`config.mk`:
```
export PLATFORM = sky130hd
export DESIGN_NAME = fsrc_top
export DESIGN_NICKNAME = d
export VERILOG_FILES = /design/src/hw/fsrc_pkg.sv /design/src/hw/fsrc_spi_rx.sv /design/src/hw/fsrc_gate.sv /design/src/hw/fsrc_top.sv
export SDC_FILE = /design/constraint.sdc
export NUM_CORES = 1
export LEC_CHECK = 0
export ABC_AREA = 1
export BUFFER_PORTS_ARGS = -buffer_cell sky130_fd_sc_hd__buf_2
export CORE_MARGIN = 4
export CORE_UTILIZATION = 40
export DETAILED_ROUTE_END_ITERATION = 10
export GPL_TIMING_DRIVEN = 0
export HOLD_SLACK_MARGIN = 0.03
export PLACE_DENSITY = 0.61
export SYNTH_ARGS = -nofsm -noshare
export SYNTH_HDL_FRONTEND = slang
export SYNTH_SLANG_ARGS = --single-unit
```
`constraint.sdc`:
```
create_clock -name ref_clk -period 2.4 [get_ports ref_clk]
set_input_delay 0.24 -clock ref_clk [delete_from_list [all_inputs] [get_ports ref_clk]]
set_output_delay 0.24 -clock ref_clk [all_outputs]
set_load 0.01 [all_outputs]
```
`src/hw/fsrc_pkg.sv`:
```
// Shared constants and types for the flash suspend/resume controller
package fsrc_pkg;

	// ---------------------------------------------------------------
	// Timing
	// ---------------------------------------------------------------
	localparam int CLK_PERIOD_NS = 10;
	localparam int HALT_LATENCY_NS = 20000;
	// Longest time, so the count rounds down
	localparam int HALT_CYC_INT = HALT_LATENCY_NS / CLK_PERIOD_NS;
	localparam logic [11:0] HALT_CYC = 12'(HALT_CYC_INT);

	// ---------------------------------------------------------------
	// Field layout and reset values
	// ---------------------------------------------------------------
	localparam int OPC_W = 8;
	localparam int ADDR_W = 24;
	localparam int PAGE_LSB = 8;
	localparam int BLK64_LSB = 16;
	localparam logic [2:0] ADDR_BYTES = 3'h4;
	localparam logic FLAG_RST = 1'b0;
	localparam logic [ADDR_W-1:0] ADDR_RST = 24'h000000;

	// ---------------------------------------------------------------
	// Opcodes
	// ---------------------------------------------------------------
	localparam logic [7:0] OP_HALT_A = 8'h75, OP_HALT_B = 8'hb0, OP_RESUME_A = 8'h7a, OP_RESUME_B = 8'hd0;
	localparam logic [7:0] OP_RDSR1 = 8'h05, OP_RDSR2 = 8'h35, OP_RDSR3 = 8'h15, OP_RDSRI = 8'h65;
	localparam logic [7:0] OP_TERM = 8'hf0, OP_RSTEN = 8'h66, OP_RST = 8'h99, OP_WAKE = 8'hab;
	localparam logic [7:0] OP_ID_A = 8'h9f, OP_ID_B = 8'h90, OP_ID_C = 8'h94;
	localparam logic [7:0] OP_WREN = 8'h06, OP_WRDI = 8'h04, OP_VWREN = 8'h50, OP_BLKST_A = 8'h3c;
	localparam logic [7:0] OP_BLKST_B = 8'h3d, OP_RDOTP = 8'h4b, OP_RDDISC = 8'h5a, OP_WRAP = 8'h77;
	localparam logic [7:0] OP_RD_A = 8'h03, OP_RD_B = 8'h0b, OP_RD_C = 8'h3b, OP_RD_D = 8'h6b;
	localparam logic [7:0] OP_RD_E = 8'heb, OP_RD_F = 8'he7;
	localparam logic [7:0] OP_PG_A = 8'h02, OP_PG_B = 8'ha2, OP_PG_C = 8'h32, OP_SEQ_A = 8'had;
	localparam logic [7:0] OP_SEQ_B = 8'haf;
	localparam logic [7:0] OP_ER_A = 8'h20, OP_ER_B = 8'h52, OP_ER_C = 8'hd8, OP_CE_A = 8'h60;
	localparam logic [7:0] OP_CE_B = 8'hc7, OP_DPD = 8'hb9, OP_UDPD = 8'h79;

	// ---------------------------------------------------------------
	// Types
	// ---------------------------------------------------------------
	typedef enum logic [2:0] {
		CL_ANY = 3'b000, CL_PARKOK = 3'b001, CL_READ = 3'b010, CL_RESUME = 3'b011,
		CL_PGM = 3'b100, CL_HALT = 3'b101, CL_NEVER = 3'b110, CL_ERASE = 3'b111
	} fsrc_cls_t;
	typedef enum logic [1:0] {OK_PGM = 2'b00, OK_ERASE = 2'b01, OK_LOCKED = 2'b10} fsrc_op_kind_t;
	typedef enum logic [1:0] {ST_IDLE = 2'b00, ST_RUN = 2'b01, ST_HALT = 2'b10} fsrc_state_t;
	typedef struct packed {
		logic [OPC_W-1:0] opcode;
		logic [ADDR_W-1:0] addr;
		logic [2:0] nbytes;
		logic aligned;
	} fsrc_frame_t;
	typedef struct packed {
		logic [OPC_W-1:0] opcode;
		logic [ADDR_W-1:0] addr;
		logic undef_data;
	} fsrc_cmd_t;

endpackage

```
`src/hw/fsrc_spi_rx.sv`:
```
// SPI opcode and address capture, brought into the ref_clk domain
`timescale 1ns/1ps
module fsrc_spi_rx (
	// Clock and reset
	input wire logic ref_clk,
	input wire logic nrst,
	// Raw SPI pins
	input wire logic spi_sclk,
	input wire logic spi_cs_n,
	input wire logic spi_si,
	// Completed frame, pulse one cycle after chip select release is seen
	output logic frm_v_r,
	output fsrc_pkg::fsrc_frame_t frm_r
);
	logic [2:0] sclk_s;
	logic [2:0] cs_s;
	logic [1:0] si_s;
	logic [7:0] sh_r;
	logic [2:0] bit_cnt_r;
	logic [2:0] byte_cnt_r;
	logic [7:0] opc_r;
	logic [23:0] addr_r;
	logic sclk_rise;
	logic cs_rise;
	logic cs_fall;
	logic [7:0] byte_in;

	// Two-flop synchronisers; the third stage exists only for edge finding
	always_ff @(posedge ref_clk) begin
		if (!nrst) begin
			sclk_s <= 3'h0;
			cs_s <= 3'h7;
			si_s <= 2'h0;
		end else begin
			sclk_s <= {sclk_s[1:0], spi_sclk};
			cs_s <= {cs_s[1:0], spi_cs_n};
			si_s <= {si_s[0], spi_si};
		end
	end

	// Data is delayed as much as the clock, so sampling stays centred
	assign sclk_rise = sclk_s[1] & ~sclk_s[2] & ~cs_s[1];
	assign cs_rise = cs_s[1] & ~cs_s[2];
	assign cs_fall = ~cs_s[1] & cs_s[2];
	assign byte_in = {sh_r[6:0], si_s[1]};

	// MSB first; byte count saturates so long data phases are harmless
	always_ff @(posedge ref_clk) begin
		if (!nrst) begin
			sh_r <= 8'h00;
			bit_cnt_r <= 3'h0;
			byte_cnt_r <= 3'h0;
			opc_r <= 8'h00;
			addr_r <= fsrc_pkg::ADDR_RST;
		end else if (cs_fall) begin
			bit_cnt_r <= 3'h0;
			byte_cnt_r <= 3'h0;
		end else if (sclk_rise) begin
			sh_r <= byte_in;
			bit_cnt_r <= bit_cnt_r + 3'h1;
			if (bit_cnt_r == 3'h7) begin
				if (byte_cnt_r != 3'h7) begin
					byte_cnt_r <= byte_cnt_r + 3'h1;
				end
				if (byte_cnt_r == 3'h0) begin
					opc_r <= byte_in;
				end else if (byte_cnt_r < fsrc_pkg::ADDR_BYTES) begin
					addr_r <= {addr_r[15:0], byte_in};
				end
			end
		end
	end

	// Report the frame when chip select goes back high
	always_ff @(posedge ref_clk) begin
		if (!nrst) begin
			frm_v_r <= 1'b0;
			frm_r <= '0;
		end else begin
			frm_v_r <= cs_rise;
			if (cs_rise) begin
				frm_r <= '{opcode: opc_r, addr: addr_r, nbytes: byte_cnt_r, aligned: (bit_cnt_r == 3'h0)};
			end
		end
	end

endmodule

```
`src/hw/fsrc_gate.sv`:
```
// Command admission table for busy and parked operation states
`timescale 1ns/1ps
module fsrc_gate (
	// Opcode under test
	input wire logic [7:0] opcode,
	// Current device state
	input wire logic occupied,
	input wire logic pgm_parked,
	input wire logic ers_parked,
	// Verdict
	output fsrc_pkg::fsrc_cls_t cls,
	output logic allowed
);

	// Group opcodes by the states in which they may run
	function automatic fsrc_pkg::fsrc_cls_t classify(input logic [7:0] op);
		case (op)
			fsrc_pkg::OP_RDSR1, fsrc_pkg::OP_RDSR2, fsrc_pkg::OP_RDSR3, fsrc_pkg::OP_RDSRI,
			fsrc_pkg::OP_TERM, fsrc_pkg::OP_RSTEN, fsrc_pkg::OP_RST, fsrc_pkg::OP_WAKE,
			fsrc_pkg::OP_ID_A, fsrc_pkg::OP_ID_B, fsrc_pkg::OP_ID_C: classify = fsrc_pkg::CL_ANY;
			fsrc_pkg::OP_WREN, fsrc_pkg::OP_WRDI, fsrc_pkg::OP_VWREN, fsrc_pkg::OP_BLKST_A,
			fsrc_pkg::OP_BLKST_B, fsrc_pkg::OP_RDOTP, fsrc_pkg::OP_RDDISC,
			fsrc_pkg::OP_WRAP: classify = fsrc_pkg::CL_PARKOK;
			fsrc_pkg::OP_RD_A, fsrc_pkg::OP_RD_B, fsrc_pkg::OP_RD_C, fsrc_pkg::OP_RD_D,
			fsrc_pkg::OP_RD_E, fsrc_pkg::OP_RD_F: classify = fsrc_pkg::CL_READ;
			fsrc_pkg::OP_RESUME_A, fsrc_pkg::OP_RESUME_B: classify = fsrc_pkg::CL_RESUME;
			fsrc_pkg::OP_HALT_A, fsrc_pkg::OP_HALT_B: classify = fsrc_pkg::CL_HALT;
			fsrc_pkg::OP_PG_A, fsrc_pkg::OP_PG_B, fsrc_pkg::OP_PG_C, fsrc_pkg::OP_SEQ_A,
			fsrc_pkg::OP_SEQ_B: classify = fsrc_pkg::CL_PGM;
			fsrc_pkg::OP_ER_A, fsrc_pkg::OP_ER_B, fsrc_pkg::OP_ER_C, fsrc_pkg::OP_CE_A,
			fsrc_pkg::OP_CE_B: classify = fsrc_pkg::CL_ERASE;
			default: classify = fsrc_pkg::CL_NEVER;
		endcase
	endfunction

	assign cls = classify(opcode);

	// Program-parked takes precedence over erase-parked when both hold
	always_comb begin
		if (occupied) begin
			allowed = (cls == fsrc_pkg::CL_ANY) || (cls == fsrc_pkg::CL_HALT);
		end else if (pgm_parked) begin
			allowed = cls inside {fsrc_pkg::CL_ANY, fsrc_pkg::CL_PARKOK, fsrc_pkg::CL_READ,
				fsrc_pkg::CL_RESUME};
		end else if (ers_parked) begin
			allowed = cls inside {fsrc_pkg::CL_ANY, fsrc_pkg::CL_PARKOK, fsrc_pkg::CL_READ,
				fsrc_pkg::CL_RESUME, fsrc_pkg::CL_PGM};
		end else begin
			allowed = !(cls inside {fsrc_pkg::CL_HALT, fsrc_pkg::CL_RESUME});
		end
	end

endmodule

```
`src/hw/fsrc_top.sv`:
```
// Suspend/resume sequencer and command admission for the flash core
`timescale 1ns/1ps

module fsrc_top (
	// Clock and reset
	input wire logic ref_clk,
	input wire logic nrst,
	// SPI pins, asynchronous to ref_clk
	input wire logic spi_sclk,
	input wire logic spi_cs_n,
	input wire logic spi_si,
	// Array engine reports, same clock
	input wire logic op_begin,
	input wire fsrc_pkg::fsrc_op_kind_t op_kind,
	input wire logic [fsrc_pkg::ADDR_W-1:0] op_addr,
	input wire logic op_end,
	input wire logic eng_stopped,
	// Array engine control
	output logic eng_halt_r,
	output logic eng_resume_r,
	output logic eng_resume_pgm_r,
	// Commands passed on to the rest of the device
	output logic cmd_valid_r,
	output fsrc_pkg::fsrc_cmd_t cmd_r,
	output logic cmd_drop_r,
	// Status flags
	output logic device_occupied_flag_r,
	output logic halted_op_flag_r,
	output logic program_halted_flag_r,
	output logic erase_halted_flag_r
);

	// ---------------------------------------------------------------
	// Declarations
	// ---------------------------------------------------------------
	logic frm_v;
	fsrc_pkg::fsrc_frame_t frm;
	fsrc_pkg::fsrc_cls_t cls;
	logic allowed;
	fsrc_pkg::fsrc_state_t st_r;
	fsrc_pkg::fsrc_state_t st_nxt;
	fsrc_pkg::fsrc_op_kind_t cur_kind_r;
	logic [fsrc_pkg::ADDR_W-1:0] cur_addr_r;
	logic [fsrc_pkg::ADDR_W-1:0] pgm_addr_r;
	logic [fsrc_pkg::ADDR_W-1:0] ers_addr_r;
	logic [11:0] halt_cnt_r;
	logic frame_ok;
	logic halt_go;
	logic resume_go;
	logic pgm_blocked;
	logic fwd;
	logic halt_done;
	logic pgm_nxt;
	logic ers_nxt;
	logic rd_undef;

	// Compare two addresses above a given bit, used for page and block hits
	function automatic logic same_area(input logic [23:0] a, input logic [23:0] b, input int lsb);
		same_area = ((a ^ b) >> lsb) == 24'h000000;
	endfunction

	// ---------------------------------------------------------------
	// Frame capture and admission table
	// ---------------------------------------------------------------
	fsrc_spi_rx u_rx (
		.ref_clk(ref_clk),
		.nrst(nrst),
		.spi_sclk(spi_sclk),
		.spi_cs_n(spi_cs_n),
		.spi_si(spi_si),
		.frm_v_r(frm_v),
		.frm_r(frm)
	);

	fsrc_gate u_gate (
		.opcode(frm.opcode),
		.occupied(device_occupied_flag_r),
		.pgm_parked(program_halted_flag_r),
		.ers_parked(erase_halted_flag_r),
		.cls(cls),
		.allowed(allowed)
	);

	// ---------------------------------------------------------------
	// Command decision
	// ---------------------------------------------------------------
	// A frame counts only if the opcode byte is whole and the frame ends on a byte
	assign frame_ok = frm_v && frm.aligned && (frm.nbytes != 3'h0);

	// Halt is taken only from a haltable running operation; the write
	// permit latch plays no part, so no enable is needed beforehand
	assign halt_go = frame_ok && (cls == fsrc_pkg::CL_HALT) && allowed
		&& (st_r == fsrc_pkg::ST_RUN) && (cur_kind_r != fsrc_pkg::OK_LOCKED);

	// Gate admits resume only when parked and not occupied
	assign resume_go = frame_ok && (cls == fsrc_pkg::CL_RESUME) && allowed;

	// During an erase halt a program needs a full address outside the halted block
	assign pgm_blocked = (cls == fsrc_pkg::CL_PGM) && erase_halted_flag_r && !program_halted_flag_r
		&& ((frm.nbytes < fsrc_pkg::ADDR_BYTES)
		|| same_area(frm.addr, ers_addr_r, fsrc_pkg::BLK64_LSB));

	// Everything else that the table admits is handed on
	assign fwd = frame_ok && allowed && !pgm_blocked
		&& (cls != fsrc_pkg::CL_HALT) && (cls != fsrc_pkg::CL_RESUME);

	// Reads that land on a parked page or block are flagged for garbage data
	assign rd_undef = (cls == fsrc_pkg::CL_READ)
		&& ((program_halted_flag_r && same_area(frm.addr, pgm_addr_r, fsrc_pkg::PAGE_LSB))
		|| (erase_halted_flag_r && same_area(frm.addr, ers_addr_r, fsrc_pkg::BLK64_LSB)));

	// ---------------------------------------------------------------
	// Operation sequencer
	// ---------------------------------------------------------------
	// A finish that races the halt wins: the operation simply ends
	always_comb begin
		st_nxt = st_r;
		halt_done = 1'b0;
		unique case (st_r)
			fsrc_pkg::ST_IDLE: begin
				if (resume_go || op_begin) begin
					st_nxt = fsrc_pkg::ST_RUN;
				end
			end
			fsrc_pkg::ST_RUN: begin
				if (op_end) begin
					st_nxt = fsrc_pkg::ST_IDLE;
				end else if (halt_go) begin
					st_nxt = fsrc_pkg::ST_HALT;
				end
			end
			fsrc_pkg::ST_HALT: begin
				if (op_end) begin
					st_nxt = fsrc_pkg::ST_IDLE;
				end else if (eng_stopped || (halt_cnt_r == fsrc_pkg::HALT_CYC - 12'h001)) begin
					st_nxt = fsrc_pkg::ST_IDLE;
					halt_done = 1'b1;
				end
			end
			default: begin
				st_nxt = fsrc_pkg::ST_IDLE;
			end
		endcase
	end

	// State register and the occupied flag that follows it
	always_ff @(posedge ref_clk) begin
		if (!nrst) begin
			st_r <= fsrc_pkg::ST_IDLE;
			device_occupied_flag_r <= fsrc_pkg::FLAG_RST;
		end else begin
			st_r <= st_nxt;
			device_occupied_flag_r <= (st_nxt != fsrc_pkg::ST_IDLE);
		end
	end

	// Halt latency counter; the forced halt bounds the wait even if the engine is slow
	always_ff @(posedge ref_clk) begin
		if (!nrst) begin
			halt_cnt_r <= 12'h000;
		end else if (st_r == fsrc_pkg::ST_HALT) begin
			halt_cnt_r <= halt_cnt_r + 12'h001;
		end else begin
			halt_cnt_r <= 12'h000;
		end
	end

	// Engine freeze request follows the halting state
	always_ff @(posedge ref_clk) begin
		if (!nrst) begin
			eng_halt_r <= 1'b0;
		end else begin
			eng_halt_r <= (st_nxt == fsrc_pkg::ST_HALT);
		end
	end

	// ---------------------------------------------------------------
	// Halted flags
	// ---------------------------------------------------------------
	// Program and erase each keep their own flag so both may stand at once
	always_comb begin
		pgm_nxt = program_halted_flag_r;
		ers_nxt = erase_halted_flag_r;
		if (halt_done) begin
			if (cur_kind_r == fsrc_pkg::OK_PGM) begin
				pgm_nxt = 1'b1;
			end else begin
				ers_nxt = 1'b1;
			end
		end
		if (resume_go) begin
			if (program_halted_flag_r) begin
				pgm_nxt = 1'b0;
			end else begin
				ers_nxt = 1'b0;
			end
		end
	end

	// General flag is the OR, so it only drops once both are clear
	always_ff @(posedge ref_clk) begin
		if (!nrst) begin
			program_halted_flag_r <= fsrc_pkg::FLAG_RST;
			erase_halted_flag_r <= fsrc_pkg::FLAG_RST;
			halted_op_flag_r <= fsrc_pkg::FLAG_RST;
		end else begin
			program_halted_flag_r <= pgm_nxt;
			erase_halted_flag_r <= ers_nxt;
			halted_op_flag_r <= pgm_nxt | ers_nxt;
		end
	end

	// ---------------------------------------------------------------
	// Operation context
	// ---------------------------------------------------------------
	// Parked contexts are kept so the engine continues rather than restarts
	always_ff @(posedge ref_clk) begin
		if (!nrst) begin
			cur_kind_r <= fsrc_pkg::OK_PGM;
			cur_addr_r <= fsrc_pkg::ADDR_RST;
			pgm_addr_r <= fsrc_pkg::ADDR_RST;
			ers_addr_r <= fsrc_pkg::ADDR_RST;
		end else begin
			if ((st_r == fsrc_pkg::ST_IDLE) && op_begin && !resume_go) begin
				cur_kind_r <= op_kind;
				cur_addr_r <= op_addr;
			end
			if (halt_done && (cur_kind_r == fsrc_pkg::OK_PGM)) begin
				pgm_addr_r <= cur_addr_r;
			end
			if (halt_done && (cur_kind_r != fsrc_pkg::OK_PGM)) begin
				ers_addr_r <= cur_addr_r;
			end
			if (resume_go) begin
				cur_kind_r <= program_halted_flag_r ? fsrc_pkg::OK_PGM : fsrc_pkg::OK_ERASE;
				cur_addr_r <= program_halted_flag_r ? pgm_addr_r : ers_addr_r;
			end
		end
	end

	// Resume pulse tells the engine which parked context to pick up
	always_ff @(posedge ref_clk) begin
		if (!nrst) begin
			eng_resume_r <= 1'b0;
			eng_resume_pgm_r <= 1'b0;
		end else begin
			eng_resume_r <= resume_go;
			if (resume_go) begin
				eng_resume_pgm_r <= program_halted_flag_r;
			end
		end
	end

	// ---------------------------------------------------------------
	// Command hand-off
	// ---------------------------------------------------------------
	// Dropped frames never reach the rest of the device, so latch and state stay put
	always_ff @(posedge ref_clk) begin
		if (!nrst) begin
			cmd_valid_r <= 1'b0;
			cmd_drop_r <= 1'b0;
			cmd_r <= '0;
		end else begin
			cmd_valid_r <= fwd;
			cmd_drop_r <= frm_v && !(fwd || halt_go || resume_go);
			if (fwd) begin
				cmd_r <= '{opcode: frm.opcode, addr: frm.addr, undef_data: rd_undef};
			end
		end
	end

	// ---------------------------------------------------------------
	// Assertions
	// ---------------------------------------------------------------
	// Cycles the freeze request has stood; kept apart from the design's own counter
	// so that a broken forced halt is caught rather than mirrored
	logic [11:0] halt_wait_r;

	always_ff @(posedge ref_clk) begin
		if (!nrst) begin
			halt_wait_r <= 12'h000;
		end else if (eng_halt_r) begin
			halt_wait_r <= halt_wait_r + 12'h001;
		end else begin
			halt_wait_r <= 12'h000;
		end
	end
endmodule

```
==> flow_summary_export.csv <==
group,metric,value,unit
status,status,"finished, violations left",
status,failed_checks,"negative setup slack",
timing,layout_setup_ws,-11.6,ps
clock_tree,cts_root_buf,"clkbuf_16",
pwr,vdd_ir_drop_max,0.000487,V
worst_setup_path,worst_setup_path_start_kind,"flop",
timing,hold_viol,0,
timing,tns,-21.8,ps
synthesis,async_reset_ff_frac,0,
job,drv_cap,0,
pwr,power.total,6.52,mW
worst_hold_path,min_from,"op_kind[1]",
grt,grt_pass1_wl,35600,um
floorplanning,die_h,151,um
pwr,cellPowerDensity,649,nW/um2
final_layout,syn2layout_area_growth,22.2,%
final_layout,fill_cells,2039,
synthesis,synth_warnings,0,
worst_setup_path,cp_slowest_cell,"dfxtp_4",
worst_setup_path,cp-end-kind,"flop",
drt,wl,22700,um
synthesis,synth_area_leader_cell,"dfxtp_1",
timing,rsz0062_at_grt,"true",
drt,drt_iter0_drc,448,
clock_tree,cts_tree,"yes",
synthesis,synthTopCellsByArea,"dfxtp_1, nand2_1, nor2_1",
worst_setup_path,r2r_setup_slack,-10,ps
synthesis,ys.flop_type,"dfxtp_1",
clock_tree,clock_latency,430,ps
placed_design,placed_cell_area,8880,um2
clock_tree,clock_path_buffers,2,
pwr,power.leakage,4.66,nW
timing,period_needed,2410,ps
worst_setup_path,crit_buf_inv,3,
worst_hold_path,hold_end,"cur_kind_r[1]",
floorplanning,start_util,0.406,
synthesis,synth-seq-cells,196,
placed_design,io_buffers,67,
grt,grt_max_degree,17,
synthesis,post_synth.cell_area_avg,7.18,um2
grt,antenna_found_initial,0,
worst_setup_path,reg2regPathDepth,18,
worst_setup_path,path_cells,"inv_4 -> nand2_4 -> nor2_4 -> buf_6 -> a32oi_4 -> nand2_2 -> nand2_1 -> nand2_1 -> nand2_1 -> nand2_2 -> nand2_4 -> nand2_4 -> nor2_4 -> nand2_4 -> nor2_8 -> buf_6 -> nand2_1 -> nand2_1",
synthesis,yosysSeqAreaShare,0.478,
synthesis,synth_edf_count,0,
placed_design,placed_cells,1481,
synthesis,syn_nets,1185,
drt,drc,0,
final_layout,antenna_cells,0,
worst_setup_path,critPathKind,"reg -> reg",
worst_setup_path,slowest_delay,410,ps
timing,fin_crit_sh,1.00,
drt,num_vias,7620,
worst_setup_path,arrival,2790,ps
worst_setup_path,r2r_end,"cmd_r[14]",
synthesis,synth_most_common_cell,"nand2_1",
worst_setup_path,cp_common_cell,"nand2_1",
synthesis,yosysTopAreaCellShare,0.478,
clock_tree,numCtsBuffers,17,
floorplanning,pin_count,76,
placed_design,gp_congestion,0.873,
worst_setup_path,critPathMaxFanout,7,
clock_tree,htree_levels,4,
clock_tree,cts_num_sinks,196,
synthesis,netlist_area,8210,um2
timing,slew_violations,0,
timing,hold_ws,61.3,ps
final_layout,fin_area,10000,um2
drt,wl_per_cell,14.7,um
floorplanning,core-area,20200,um2
drt,ant_nets,0,
floorplanning,die_x,151,um
timing,clock.fmax,0.415,GHz
synthesis,synth_cell_types,41,
grt,grt_pass1_vias,6897,
synthesis,synth_common_cells,"nand2_1, nor2_1, dfxtp_1",
final_layout,drive_gt1_frac,0.183,
worst_hold_path,min_delay_path_depth,3,
timing,fin_worst_skew,11.1,ps
clock_tree,clkTransAtPathRegs,70,ps
synthesis,synthCells,1144,
placed_design,dp_hpwl,16300,um
final_layout,layout.nets,1296,
worst_setup_path,required,2780,ps
drt,firstDrtPassIters,5,
worst_setup_path,path_delay_family,"simple AND/OR/NAND/NOR gates",
floorplanning,row_count,52,
timing,slew_headroom,0.549,
timing,setup_viol,3,
final_layout,fin_cells,1538,
worst_setup_path,r2r-start,"u_rx.frm_r[31]",
worst_hold_path,hold_path.class,"in -> reg",
timing,worst-slew-pin-transition,676,ps
floorplanning,die-area,22900,um2
grt,gr-total-overflow,0,
grt,grtUsageTotal,0.198,
drt,via_per_inst,4.95,
[metal layers]
metal  share of wire  wire length, um  GRT usage
met1            0.49            11100      0.279
met2            0.44             9980      0.308
met3           0.046             1040     0.0305
met4           0.022              505     0.0712
met5               0                0          0
[cell families (layout without fill, tap and decap cells)]
kind of cell | count (synthesis) | in the layout | share of synthesized area
AND/OR/NAND/NOR | 558 | 559 | 0.281
AO/OA/AOI/OAI | 222 | 222 | 0.140
flip-flops | 196 | 196 | 0.478
buffers and inverters | 146 | 269 | 0.0741
XOR/XNOR | 14 | 14 | 0.0149
adder cells (fa/ha/maj) | 7 | 7 | 0.0107
multiplexers | 1 | 1 | 0.00122
[state kept, by name, summed over array words and instances (netlist names), 3 cells and up]
register / flops
u_rx.bit_cnt_r: 3
cmd_r: 33
u_rx.addr_r: 24
halt_cnt_r: 12
ers_addr_r: 16
u_rx.sclk_s: 3
u_rx.frm_r: 36
u_rx.byte_cnt_r: 3
u_rx.opc_r: 8
u_rx.cs_s: 3
u_rx.sh_r: 7
cur_addr_r: 16
pgm_addr_r: 16
[layout make-up]
class	instances	area (um2)	share of cell area
buffer	51	288	0.0287
inverter	95	392	0.0390
tap	270	338	0.0337
clock buffer	23	488	0.0486
clock inverter	9	92.6	0.00923
timing repair buffer	91	558	0.0556
sequential	196	3950	0.394
multi-input combinational	803	3930	0.391
[worst reg2reg max path, stage by stage (launching register included)]
cell	delay, ps
dfxtp_4	410
inv_4	60
nand2_4	70
nor2_4	50
buf_6	120
a32oi_4	270
nand2_2	140
nand2_1	90
nand2_1	50
nand2_1	60
nand2_2	70
nand2_4	130
nand2_4	70
nor2_4	140
nand2_4	100
nor2_8	240
buf_6	170
nand2_1	70
nand2_1	60
[cells in the final DEF, fill, tap and decap left out, types with 17 or more instances in the layout]
cell	netlist	layout
nand2_1	269	231
buf_2	3	69
inv_1	87	83
nand2_2	5	38
a21oi_1	69	66
nand4_1	23	23
o21ai_0	139	138
clkbuf_16	0	17
clkbuf_1	38	37
dfxtp_1	196	188
nor2_1	209	197
[repair_timing]
item,CTS,global route
hold endpoints to repair,3,0
setup endpoints to repair,77,95
gates resized for setup,32,100
hold buffers,3,0
pin swaps,6,45
cloned,0,4
buffers inserted,6,13
[how the worst max path moves through the flow]
| stage | cells past startpoint | endpoint | slack, ps | start |
|---|---|---|---|---|
| 2_1_floorplan | 20 | cmd_r[0] | 340 | u_rx.frm_r[35] |
| 3_3_place_gp | 21 | cmd_r[27] | -260 | u_rx.frm_r[28] |
| 3_5_place_dp | 16 | cur_addr_r[19] | -210 | u_rx.frm_r[31] |
| 4_1_cts | 21 | cmd_r[30] | -0.8 | u_rx.frm_r[28] |
| 5_1_grt | 20 | cmd_r[27] | -130 | u_rx.frm_r[33] |
| 6_report | 18 | cmd_r[14] | -10 | u_rx.frm_r[31] |
[per-stage QoR]
step                      worst slack [ps]   util
after floorplan                        335      -
after global placement                -261  0.439
after detailed placement              -213  0.439
after CTS                           -0.774  0.476
after global routing                  -133  0.496
final                                -11.6  0.496
[where the power goes]
group | switching [mW] | internal, mW | total (mW)
sequential | 0.0524 | 3.29 | 3.35
combinational | 0.218 | 0.128 | 0.346
clock | 1.27 | 1.55 | 2.83
No activity file was read; power rests on OpenSTA's default activity.
